**src/dsv_map.svh**
```systemverilog
// offsets, field positions and reset values of the debug dispatcher
// assumes inclusion by the top module, the checker and the bench only
`ifndef DSV_MAP_SVH
`define DSV_MAP_SVH

// ****************************************************
// register offsets (byte addresses on apb)
// ****************************************************
`define DSV_OFS_HALT_CTRL 12'h000
`define DSV_OFS_MON_CTRL 12'h00c
`define DSV_OFS_FAULT_STAT 12'h010

// ****************************************************
// halt_ctrl_status_reg fields
// ****************************************************
`define DSV_HC_DEBUG_EN 0
`define DSV_HC_HALT 1
`define DSV_HC_STEP 2
`define DSV_HC_MASK 3
`define DSV_HC_S_HALT 17

// ****************************************************
// exc_monitor_ctrl_reg fields
// ****************************************************
`define DSV_MC_CATCH_MASK 32'h0000_07f1
`define DSV_MC_MONITOR_ENABLE 16
`define DSV_MC_MONITOR_PENDING 17
`define DSV_MC_MONITOR_STEP_ENABLE 18

// ****************************************************
// debug_fault_status_reg fields
// ****************************************************
`define DSV_FS_HALT 0
`define DSV_FS_BREAKPOINT_EVENT_FLAG 1
`define DSV_FS_VCATCH 3

// ****************************************************
// reset values
// ****************************************************
`define DSV_RST_HALT_CTRL 4'h0
`define DSV_RST_MON_CTRL 32'h0000_0000
`define DSV_RST_FAULT_STAT 3'h0

`endif

```
**src/dsv_pkg.sv**
```systemverilog
// types shared by the debug event dispatcher
// assumes dsv_map.svh is on the include path
package dsv_pkg;

  // ****************************************************
  // debug state machine
  // ****************************************************
  typedef enum logic [1:0] {
    DSV_RUN = 2'b00,
    DSV_HALT = 2'b01,
    DSV_STEP = 2'b10
  } dsv_state_t;

  // ****************************************************
  // events from the processor core (same clock)
  // ****************************************************
  typedef struct packed {
    logic breakpoint_event_flag_instr;
    logic breakpoint_event_flag_fpb;
    logic in_nmi_hf;
    logic instr_retire;
    logic exc_entry;
    logic exc_return;
    logic mon_taken;
    logic fault_stat;
    logic [10:0] catch_sel;
    logic [7:0] exec_prio;
    logic [7:0] mon_prio;
  } dsv_core_evt_t;

  // ****************************************************
  // controls to the processor core
  // ****************************************************
  typedef struct packed {
    logic halted;
    logic hard_fault;
    logic lockup;
    logic monitor_pending;
    logic irq_mask;
    logic stepping;
  } dsv_core_ctl_t;

endpackage : dsv_pkg

```
**src/dsv_debug_dispatch.sv**
```systemverilog
// debug event dispatcher: halt, monitor exception or hard fault escalation,
// halting and monitor stepping, vector catch, apb register access
// assumes core events on mclk; restart request arrives asynchronously
`timescale 1ns/10ps
`include "dsv_map.svh"

module dsv_debug_dispatch
  import dsv_pkg::*;
(
  // clock and reset
  input wire logic mclk,
  input wire logic srst,
  // apb slave
  input wire logic psel,
  input wire logic penable,
  input wire logic pwrite,
  input wire logic [11:0] paddr,
  input wire logic [31:0] pwdata,
  output logic [31:0] prdata,
  output logic pready,
  output logic pslverr,
  // external restart request pin
  input wire logic restart_req_pin,
  // processor core
  input wire dsv_core_evt_t core_evt,
  output dsv_core_ctl_t core_ctl
);

  // ****************************************************
  // decode
  // ****************************************************
  function automatic logic [1:0] dsv_decode(input logic [11:0] a);
    logic [1:0] r;
    r = 2'd3;
    if (a == `DSV_OFS_HALT_CTRL) r = 2'd0;
    if (a == `DSV_OFS_MON_CTRL) r = 2'd1;
    if (a == `DSV_OFS_FAULT_STAT) r = 2'd2;
    return r;
  endfunction : dsv_decode

  dsv_state_t state_reg;
  logic debug_en_reg;
  logic halt_req_reg;
  logic step_en_reg;
  logic mask_en_reg;
  logic step_lat_reg;
  logic mask_lat_reg;
  logic [31:0] mon_ctrl_reg;
  logic [2:0] fault_stat_reg;
  logic monitor_step_enable_busy_reg;
  logic restart_meta_reg;
  logic restart_sync_reg;
  logic restart_prev_reg;

  logic acc;
  logic wr;
  logic [1:0] sel;
  logic restart_pulse;
  logic breakpoint_event_flag_evt;
  logic mon_prio_ok;
  logic mon_active;
  logic halt_wr_ok;
  logic halt_cmd;
  logic leave_cmd;
  logic leave_by_wr;
  logic leave_step;
  logic leave_mask;
  logic breakpoint_event_flag_halt;
  logic breakpoint_event_flag_mon;
  logic breakpoint_event_flag_fault;
  logic vcatch;
  logic step_done;
  logic monitor_step_enable_done;
  logic [2:0] fs_set;
  logic [2:0] fs_clr;

  assign acc = psel && penable && pready;
  assign wr = acc && pwrite;
  assign sel = dsv_decode(paddr);

  // ****************************************************
  // restart pin synchroniser
  // ****************************************************
  always_ff @(posedge mclk) begin
    if (srst) begin
      restart_meta_reg <= 1'b0;
      restart_sync_reg <= 1'b0;
      restart_prev_reg <= 1'b0;
    end else begin
      restart_meta_reg <= restart_req_pin;
      restart_sync_reg <= restart_meta_reg;
      restart_prev_reg <= restart_sync_reg;
    end
  end
  assign restart_pulse = restart_sync_reg && !restart_prev_reg;

  // ****************************************************
  // event dispatch
  // ****************************************************
  assign breakpoint_event_flag_evt = core_evt.breakpoint_event_flag_instr || core_evt.breakpoint_event_flag_fpb;
  assign mon_prio_ok = core_evt.mon_prio < core_evt.exec_prio;
  assign breakpoint_event_flag_halt = breakpoint_event_flag_evt && debug_en_reg && state_reg != DSV_HALT;
  // no monitor escape inside nmi or hard fault handler
  assign breakpoint_event_flag_mon = breakpoint_event_flag_evt && !debug_en_reg && mon_ctrl_reg[`DSV_MC_MONITOR_ENABLE] && mon_prio_ok
    && !core_evt.in_nmi_hf;
  assign breakpoint_event_flag_fault = breakpoint_event_flag_evt && !debug_en_reg && !breakpoint_event_flag_mon;
  assign vcatch = debug_en_reg && core_evt.exc_entry && core_evt.fault_stat
    && |(core_evt.catch_sel & {mon_ctrl_reg[10:4], 3'b000, mon_ctrl_reg[0]})
    && state_reg != DSV_HALT;
  // encoding applies only when enabled and the write keeps debug enabled
  assign halt_wr_ok = wr && sel == 2'd0 && debug_en_reg && pwdata[`DSV_HC_DEBUG_EN];
  assign halt_cmd = halt_wr_ok && pwdata[`DSV_HC_HALT] && state_reg == DSV_RUN;

  // ****************************************************
  // leaving debug state
  // ****************************************************
  // halt clear or external restart
  assign leave_by_wr = state_reg == DSV_HALT && halt_wr_ok && !pwdata[`DSV_HC_HALT];
  assign leave_cmd = leave_by_wr || (state_reg == DSV_HALT && restart_pulse);
  // the leaving write itself chooses step and mask
  assign leave_step = leave_by_wr ? pwdata[`DSV_HC_STEP] : step_en_reg;
  assign leave_mask = leave_by_wr ? pwdata[`DSV_HC_MASK] : mask_en_reg;

  // first retired instruction or exception entry ends the step
  assign step_done = state_reg == DSV_STEP && (core_evt.instr_retire || core_evt.exc_entry);

  // ****************************************************
  // debug state machine
  // ****************************************************
  always_ff @(posedge mclk) begin
    if (srst) begin
      state_reg <= DSV_RUN;
    end else begin
      unique case (state_reg)
        DSV_RUN: begin
          if (breakpoint_event_flag_halt || halt_cmd || vcatch) begin
            state_reg <= DSV_HALT;
          end
        end
        DSV_HALT: begin
          if (leave_cmd) begin
            state_reg <= leave_step ? DSV_STEP : DSV_RUN;
          end
        end
        DSV_STEP: begin
          // one instruction or exception, then halt
          if (step_done || breakpoint_event_flag_halt || !debug_en_reg) begin
            state_reg <= debug_en_reg ? DSV_HALT : DSV_RUN;
          end
        end
        default: begin
          state_reg <= DSV_RUN;
        end
      endcase
    end
  end

  // ****************************************************
  // halt control fields
  // ****************************************************
  always_ff @(posedge mclk) begin
    if (srst) begin
      {mask_en_reg, step_en_reg, halt_req_reg, debug_en_reg} <= `DSV_RST_HALT_CTRL;
    end else begin
      if (wr && sel == 2'd0) begin
        debug_en_reg <= pwdata[`DSV_HC_DEBUG_EN];
      end
      if (halt_wr_ok && state_reg == DSV_HALT) begin
        halt_req_reg <= pwdata[`DSV_HC_HALT];
        step_en_reg <= pwdata[`DSV_HC_STEP];
        mask_en_reg <= pwdata[`DSV_HC_MASK];
      end else if (breakpoint_event_flag_halt || halt_cmd || vcatch || (step_done && debug_en_reg)) begin
        halt_req_reg <= 1'b1;
      end else if (leave_cmd) begin
        halt_req_reg <= 1'b0;
      end
    end
  end

  // ****************************************************
  // step and mask sampled at exit
  // ****************************************************
  always_ff @(posedge mclk) begin
    if (srst) begin
      step_lat_reg <= 1'b0;
      mask_lat_reg <= 1'b0;
    end else if (leave_cmd) begin
      // sample step and mask at exit
      step_lat_reg <= leave_step;
      mask_lat_reg <= leave_mask;
    end else if (!debug_en_reg) begin
      step_lat_reg <= 1'b0;
      mask_lat_reg <= 1'b0;
    end
  end

  // ****************************************************
  // monitor control and monitor stepping
  // ****************************************************
  // monitor stepping conditions
  assign mon_active = !debug_en_reg && mon_ctrl_reg[`DSV_MC_MONITOR_ENABLE]
    && mon_ctrl_reg[`DSV_MC_MONITOR_STEP_ENABLE] && mon_prio_ok;
  // one instruction or one entry per step
  assign monitor_step_enable_done = monitor_step_enable_busy_reg && (core_evt.instr_retire || core_evt.exc_entry);

  always_ff @(posedge mclk) begin
    if (srst) begin
      monitor_step_enable_busy_reg <= 1'b0;
    end else if (monitor_step_enable_done) begin
      monitor_step_enable_busy_reg <= 1'b0;
    end else if (core_evt.exc_return && mon_active) begin
      // each monitor return starts a new step
      monitor_step_enable_busy_reg <= 1'b1;
    end
  end

  always_ff @(posedge mclk) begin
    if (srst) begin
      mon_ctrl_reg <= `DSV_RST_MON_CTRL;
    end else begin
      if (wr && sel == 2'd1) begin
        mon_ctrl_reg <= pwdata & (`DSV_MC_CATCH_MASK | (32'h7 << `DSV_MC_MONITOR_ENABLE));
      end
      if (core_evt.mon_taken) begin
        mon_ctrl_reg[`DSV_MC_MONITOR_PENDING] <= 1'b0;
      end
      // pend monitor when priority still low
      // pend as software would, set wins
      if ((monitor_step_enable_done && mon_prio_ok) || breakpoint_event_flag_mon) begin
        mon_ctrl_reg[`DSV_MC_MONITOR_PENDING] <= 1'b1;
      end
    end
  end

  // ****************************************************
  // debug fault status flags
  // ****************************************************
  // halt bit0, breakpoint bit1, catch bit3
  // halt requests and steps set halt flag
  assign fs_set[0] = halt_cmd || (step_done && debug_en_reg) || monitor_step_enable_done;
  assign fs_set[1] = breakpoint_event_flag_halt || breakpoint_event_flag_mon || breakpoint_event_flag_fault;
  assign fs_set[2] = vcatch;
  assign fs_clr = (wr && sel == 2'd2)
    ? {pwdata[`DSV_FS_VCATCH], pwdata[`DSV_FS_BREAKPOINT_EVENT_FLAG], pwdata[`DSV_FS_HALT]} : 3'h0;

  always_ff @(posedge mclk) begin
    if (srst) begin
      fault_stat_reg <= `DSV_RST_FAULT_STAT;
    end else begin
      // set on taken event, write one clears
      fault_stat_reg <= (fault_stat_reg & ~fs_clr) | fs_set;
    end
  end

  // ****************************************************
  // core controls
  // ****************************************************
  always_ff @(posedge mclk) begin
    if (srst) begin
      core_ctl <= '0;
    end else begin
      core_ctl.halted <= state_reg == DSV_HALT;
      // breakpoint in nmi or hard fault locks up
      core_ctl.hard_fault <= breakpoint_event_flag_fault && !core_evt.in_nmi_hf;
      if (breakpoint_event_flag_fault && core_evt.in_nmi_hf) begin
        core_ctl.lockup <= 1'b1;
      end
      core_ctl.monitor_pending <= mon_ctrl_reg[`DSV_MC_MONITOR_PENDING];
      core_ctl.irq_mask <= debug_en_reg && mask_lat_reg && state_reg != DSV_HALT;
      // halting step active only in the step state
      core_ctl.stepping <= debug_en_reg && step_lat_reg && state_reg == DSV_STEP;
    end
  end

  // ****************************************************
  // apb slave
  // ****************************************************
  always_ff @(posedge mclk) begin
    if (srst) begin
      pready <= 1'b0;
      pslverr <= 1'b0;
      prdata <= 32'h0000_0000;
    end else if (psel && !penable) begin
      pready <= 1'b1;
      pslverr <= sel == 2'd3;
      prdata <= 32'h0000_0000;
      unique case (sel)
        2'd0: begin
          prdata[`DSV_HC_DEBUG_EN] <= debug_en_reg;
          prdata[`DSV_HC_HALT] <= debug_en_reg && halt_req_reg;
          prdata[`DSV_HC_STEP] <= debug_en_reg && step_en_reg;
          prdata[`DSV_HC_MASK] <= debug_en_reg && mask_en_reg;
          prdata[`DSV_HC_S_HALT] <= state_reg == DSV_HALT;
        end
        2'd1: begin
          prdata <= mon_ctrl_reg;
        end
        2'd2: begin
          prdata[`DSV_FS_HALT] <= fault_stat_reg[0];
          prdata[`DSV_FS_BREAKPOINT_EVENT_FLAG] <= fault_stat_reg[1];
          prdata[`DSV_FS_VCATCH] <= fault_stat_reg[2];
        end
        2'd3: begin
          prdata <= 32'h0000_0000;
        end
      endcase
    end else begin
      pready <= 1'b0;
      pslverr <= 1'b0;
    end
  end

endmodule : dsv_debug_dispatch

```
**config.mk**
```make
export PLATFORM = sky130hd
export DESIGN_NAME = dsv_debug_dispatch
export DESIGN_NICKNAME = d
export VERILOG_FILES = /design/src/dsv_pkg.sv /design/src/dsv_debug_dispatch.sv
export VERILOG_INCLUDE_DIRS = /design/src /design/src/src
export SDC_FILE = /design/constraint.sdc
export NUM_CORES = 1
export LEC_CHECK = 0
export BUFFER_PORTS_ARGS = -buffer_cell sky130_fd_sc_hd__buf_2
export CAP_MARGIN = 5
export CORE_MARGIN = 4
export CORE_UTILIZATION = 39
export DETAILED_ROUTE_END_ITERATION = 10
export PLACE_DENSITY = 0.71
export REMOVE_ABC_BUFFERS = 1
export SLEW_MARGIN = 20
export SYNTH_ARGS = -nofsm -noshare
export SYNTH_HDL_FRONTEND = slang
export SYNTH_SLANG_ARGS = --single-unit
export TNS_END_PERCENT = 30
```
**constraint.sdc**
```tcl
create_clock -name mclk -period 5.9 [get_ports mclk]
set_input_delay 0.885 -clock mclk [delete_from_list [all_inputs] [get_ports mclk]]
set_output_delay 0.885 -clock mclk [all_outputs]
set_load 0.01 [all_outputs]
```
==> impl_metrics.tcl <==
set metrics [dict create \
    clock_latency_ns 0.31 \
    crit_buf_inv 1 \
    synthDistinctLibCells 48 \
    wl_per_cell_um 13.6 \
    vias_per_cell 5.07 \
    power.density_nw_per_um2 203 \
    gp_congestion 0.860 \
    synth_edf_count 0 \
    die_area_sq_um 7470 \
    crit_family "simple AND/OR/NAND/NOR gates" \
    cts_tree "yes" \
    rows 28 \
    use_met3 0.0513 \
    crit_required_ns 6.14 \
    ir_drop_v 0.0000882 \
    antenna_left 0 \
    grt_pass1_wl_um 9430 \
    grt_overflow 0 \
    finClkSkew_ns 0.00662 \
    r2r_start "debug_en_reg" \
    grt_busiest_layer "met2" \
    diodes 0 \
    async_flop_share 0 \
    max-cap-violations 0 \
    drtPass1Iterations 4 \
    fill_cells 609 \
    drtIter0Drc 147 \
    critPathSlowestCell "nor2_1" \
    rsz0062_at_grt "false" \
    cts_setup_buffers 0 \
    setup_viol 0 \
    coreArea_sq_um 5960 \
    pin_count 125 \
    grt_use_met2 0.236 \
    path_clk_slew_ns 0.09 \
    status "finished, final reports clean" \
    synth_seq_cells 48 \
    clock.fmax_mhz 371 \
    first_global_vias 2060 \
    setup.worst_path.start "paddr[11]" \
    root_buffer "clkbuf_8" \
    clock_sinks 48 \
    path_max_fanout 11 \
    cp-start-kind "primary input" \
    syn_area_per_cell_sq_um 8.66 \
    layout-drive-gt1-share 0.295 \
    start_util 0.403 \
    hold_ws_ns 0.448 \
    synth_cells 277 \
    hold_viol_final 0 \
    h-tree-depth 2 \
    nNetsFinal 447 \
    drt-total-wl_um 5860 \
    synthFlopType "dfxtp_1" \
    synth-warning-count 0 \
    synth_area_sq_um 2400 \
    yosysSeqAreaShare 0.400 \
    die_w_um 86.4 \
    hold_path_class "register to register" \
    finalCriticalPeriod_ns 2.69 \
    relSlewSlack 0.420 \
    cts-resized-gates 0 \
    multi_input_area_sq_um 1290 \
    power.leakage_nw 1.24 \
    cts_buffer_depth 2 \
    cts_buffers 5 \
    worst-setup-path-type "primary input to register" \
    endpoint_kind "register" \
    tightest_slew_ns 0.866 \
    dieHeight_um 86.4 \
    min_period_over_period 0.457 \
    vias 2186 \
    grt_usage 0.158 \
    seqCellArea_sq_um 961 \
    drc 0 \
    grt_antenna_before_repair 0 \
    grt_max_degree 47 \
    largest_reg_flops 14 \
    max_stage_delay_ns 0.70 \
    setup_tns_ns 0 \
    hpwl_um 4430 \
    hold_start "restart_meta_reg" \
    postCtsHoldBufs 0 \
    area_delta_synth_final_pct 20.6 \
    port_buffers 85 \
    slew_viol_final 0 \
    crit_chain "buf_2 -> or4_4 -> or2_1 -> nor2_1 -> a221oi_1 -> a21oi_1" \
    grtUsageMet1 0.210 \
    crit_arrival_ns 2.94 \
]
-- cell usage in the layout (no fill, tap or decap), types with 7 or more instances in the layout --
| cell | netlist | final |
|---|---|---|
| a21oi_1 | 22 | 22 |
| buf_2 | 1 | 85 |
| conb_1 | 1 | 18 |
| dfxtp_1 | 48 | 48 |
| ha_1 | 7 | 7 |
| inv_1 | 9 | 9 |
| mux2i_1 | 17 | 17 |
| nand2_1 | 23 | 23 |
| nand3_1 | 16 | 16 |
| nor2_1 | 29 | 29 |
| nor2b_1 | 8 | 7 |
| o21ai_0 | 8 | 8 |
-- logic make-up after synthesis --
| logic type | after synthesis | synth area share |
|---|---|---|
| AND/OR/NAND/NOR | 110 | 0.255 |
| AO/OA/AOI/OAI | 54 | 0.142 |
| flip-flops | 48 | 0.400 |
| buffers and inverters | 40 | 0.0928 |
| multiplexers | 17 | 0.0709 |
| adder cells (fa/ha/maj) | 7 | 0.0365 |
| other | 1 | 0.00156 |
-- metal layers --
layer  vias up  share of wire  wire length [um]
met5         -              0                 0
met4         0          0.028               163
met3        13           0.10               604
met2       101           0.44              2550
met1       977           0.43              2540
li1       1095              -                 -
-- report_power, final --
part / switching [mW] / total [mW] / leakage, nW / internal [mW]
clock: 0.115 / 0.199 / 0.0404 / 0.0840
sequential: 0.00128 / 0.328 / 0.388 / 0.327
combinational: 0.0349 / 0.0607 / 0.811 / 0.0259
-- through the flow --
stage | instance area (sq um) | util | std cells | setup WS (ns) | total power, mW
global placement | 2790 | 0.469 | 423 | 2.59 | 0.395
detailed placement | 2790 | 0.469 | 423 | 2.55 | 0.397
finish | 2900 | 0.486 | 431 | 3.21 | 0.588
CTS | 2890 | 0.485 | 431 | 2.87 | 0.593
floorplan | 2270 | - | 263 | 3.02 | 0.361
global route | 2900 | 0.486 | 431 | 3.05 | 0.616
-- layout make-up --
cell class / count / area share
Clock buffer: 5 / 0.0238
Clock inverter: 3 / 0.00821
Inverter: 9 / 0.0117
Multi-Input combinational cell: 206 / 0.445
Sequential cell: 48 / 0.332
Tap cell: 75 / 0.0324
Timing Repair Buffer: 85 / 0.147
-- cells in the mapped netlist, drive strengths merged (2+ instances only) --
cell type  instances  area share
buf               20       0.062
o211ai             2      0.0063
a21oi             22       0.046
nand2             23       0.036
nor4               2       0.011
nand2b             4       0.010
ha                 7       0.036
nand4              4       0.010
nand3             16       0.033
dfxtp             48        0.40
o31ai              3      0.0094
o21ai              8       0.017
nor2              30       0.048
inv                9       0.014
nor4b              2       0.014
or2                2      0.0052
clkbuf            11       0.017
nor2b              8       0.021
mux2i             17       0.071
a221oi             3       0.011
o32ai              2      0.0073
nor3               7       0.021
a31oi              4       0.010
or3                2      0.0073
or4                4       0.017
a22oi              2      0.0063
a21o               3      0.0094
-- worst register-to-register path: cells and delay by family, from the launching register on --
kind,cells,cell delay (ns)
mux,1,0.23
simple gates,4,1.07
flops,1,0.74
-- worst paths after layout --
path                                         end  slack [ns]  depth (start not counted)
worst max-delay path                   prdata[0]        3.21                          6
worst min register to register  restart_sync_reg        0.45                          1
worst min-delay path            restart_sync_reg        0.45                          1
worst max register to register      mask_lat_reg        3.73                          5
Note: power is estimated with default switching activity, not from simulation.
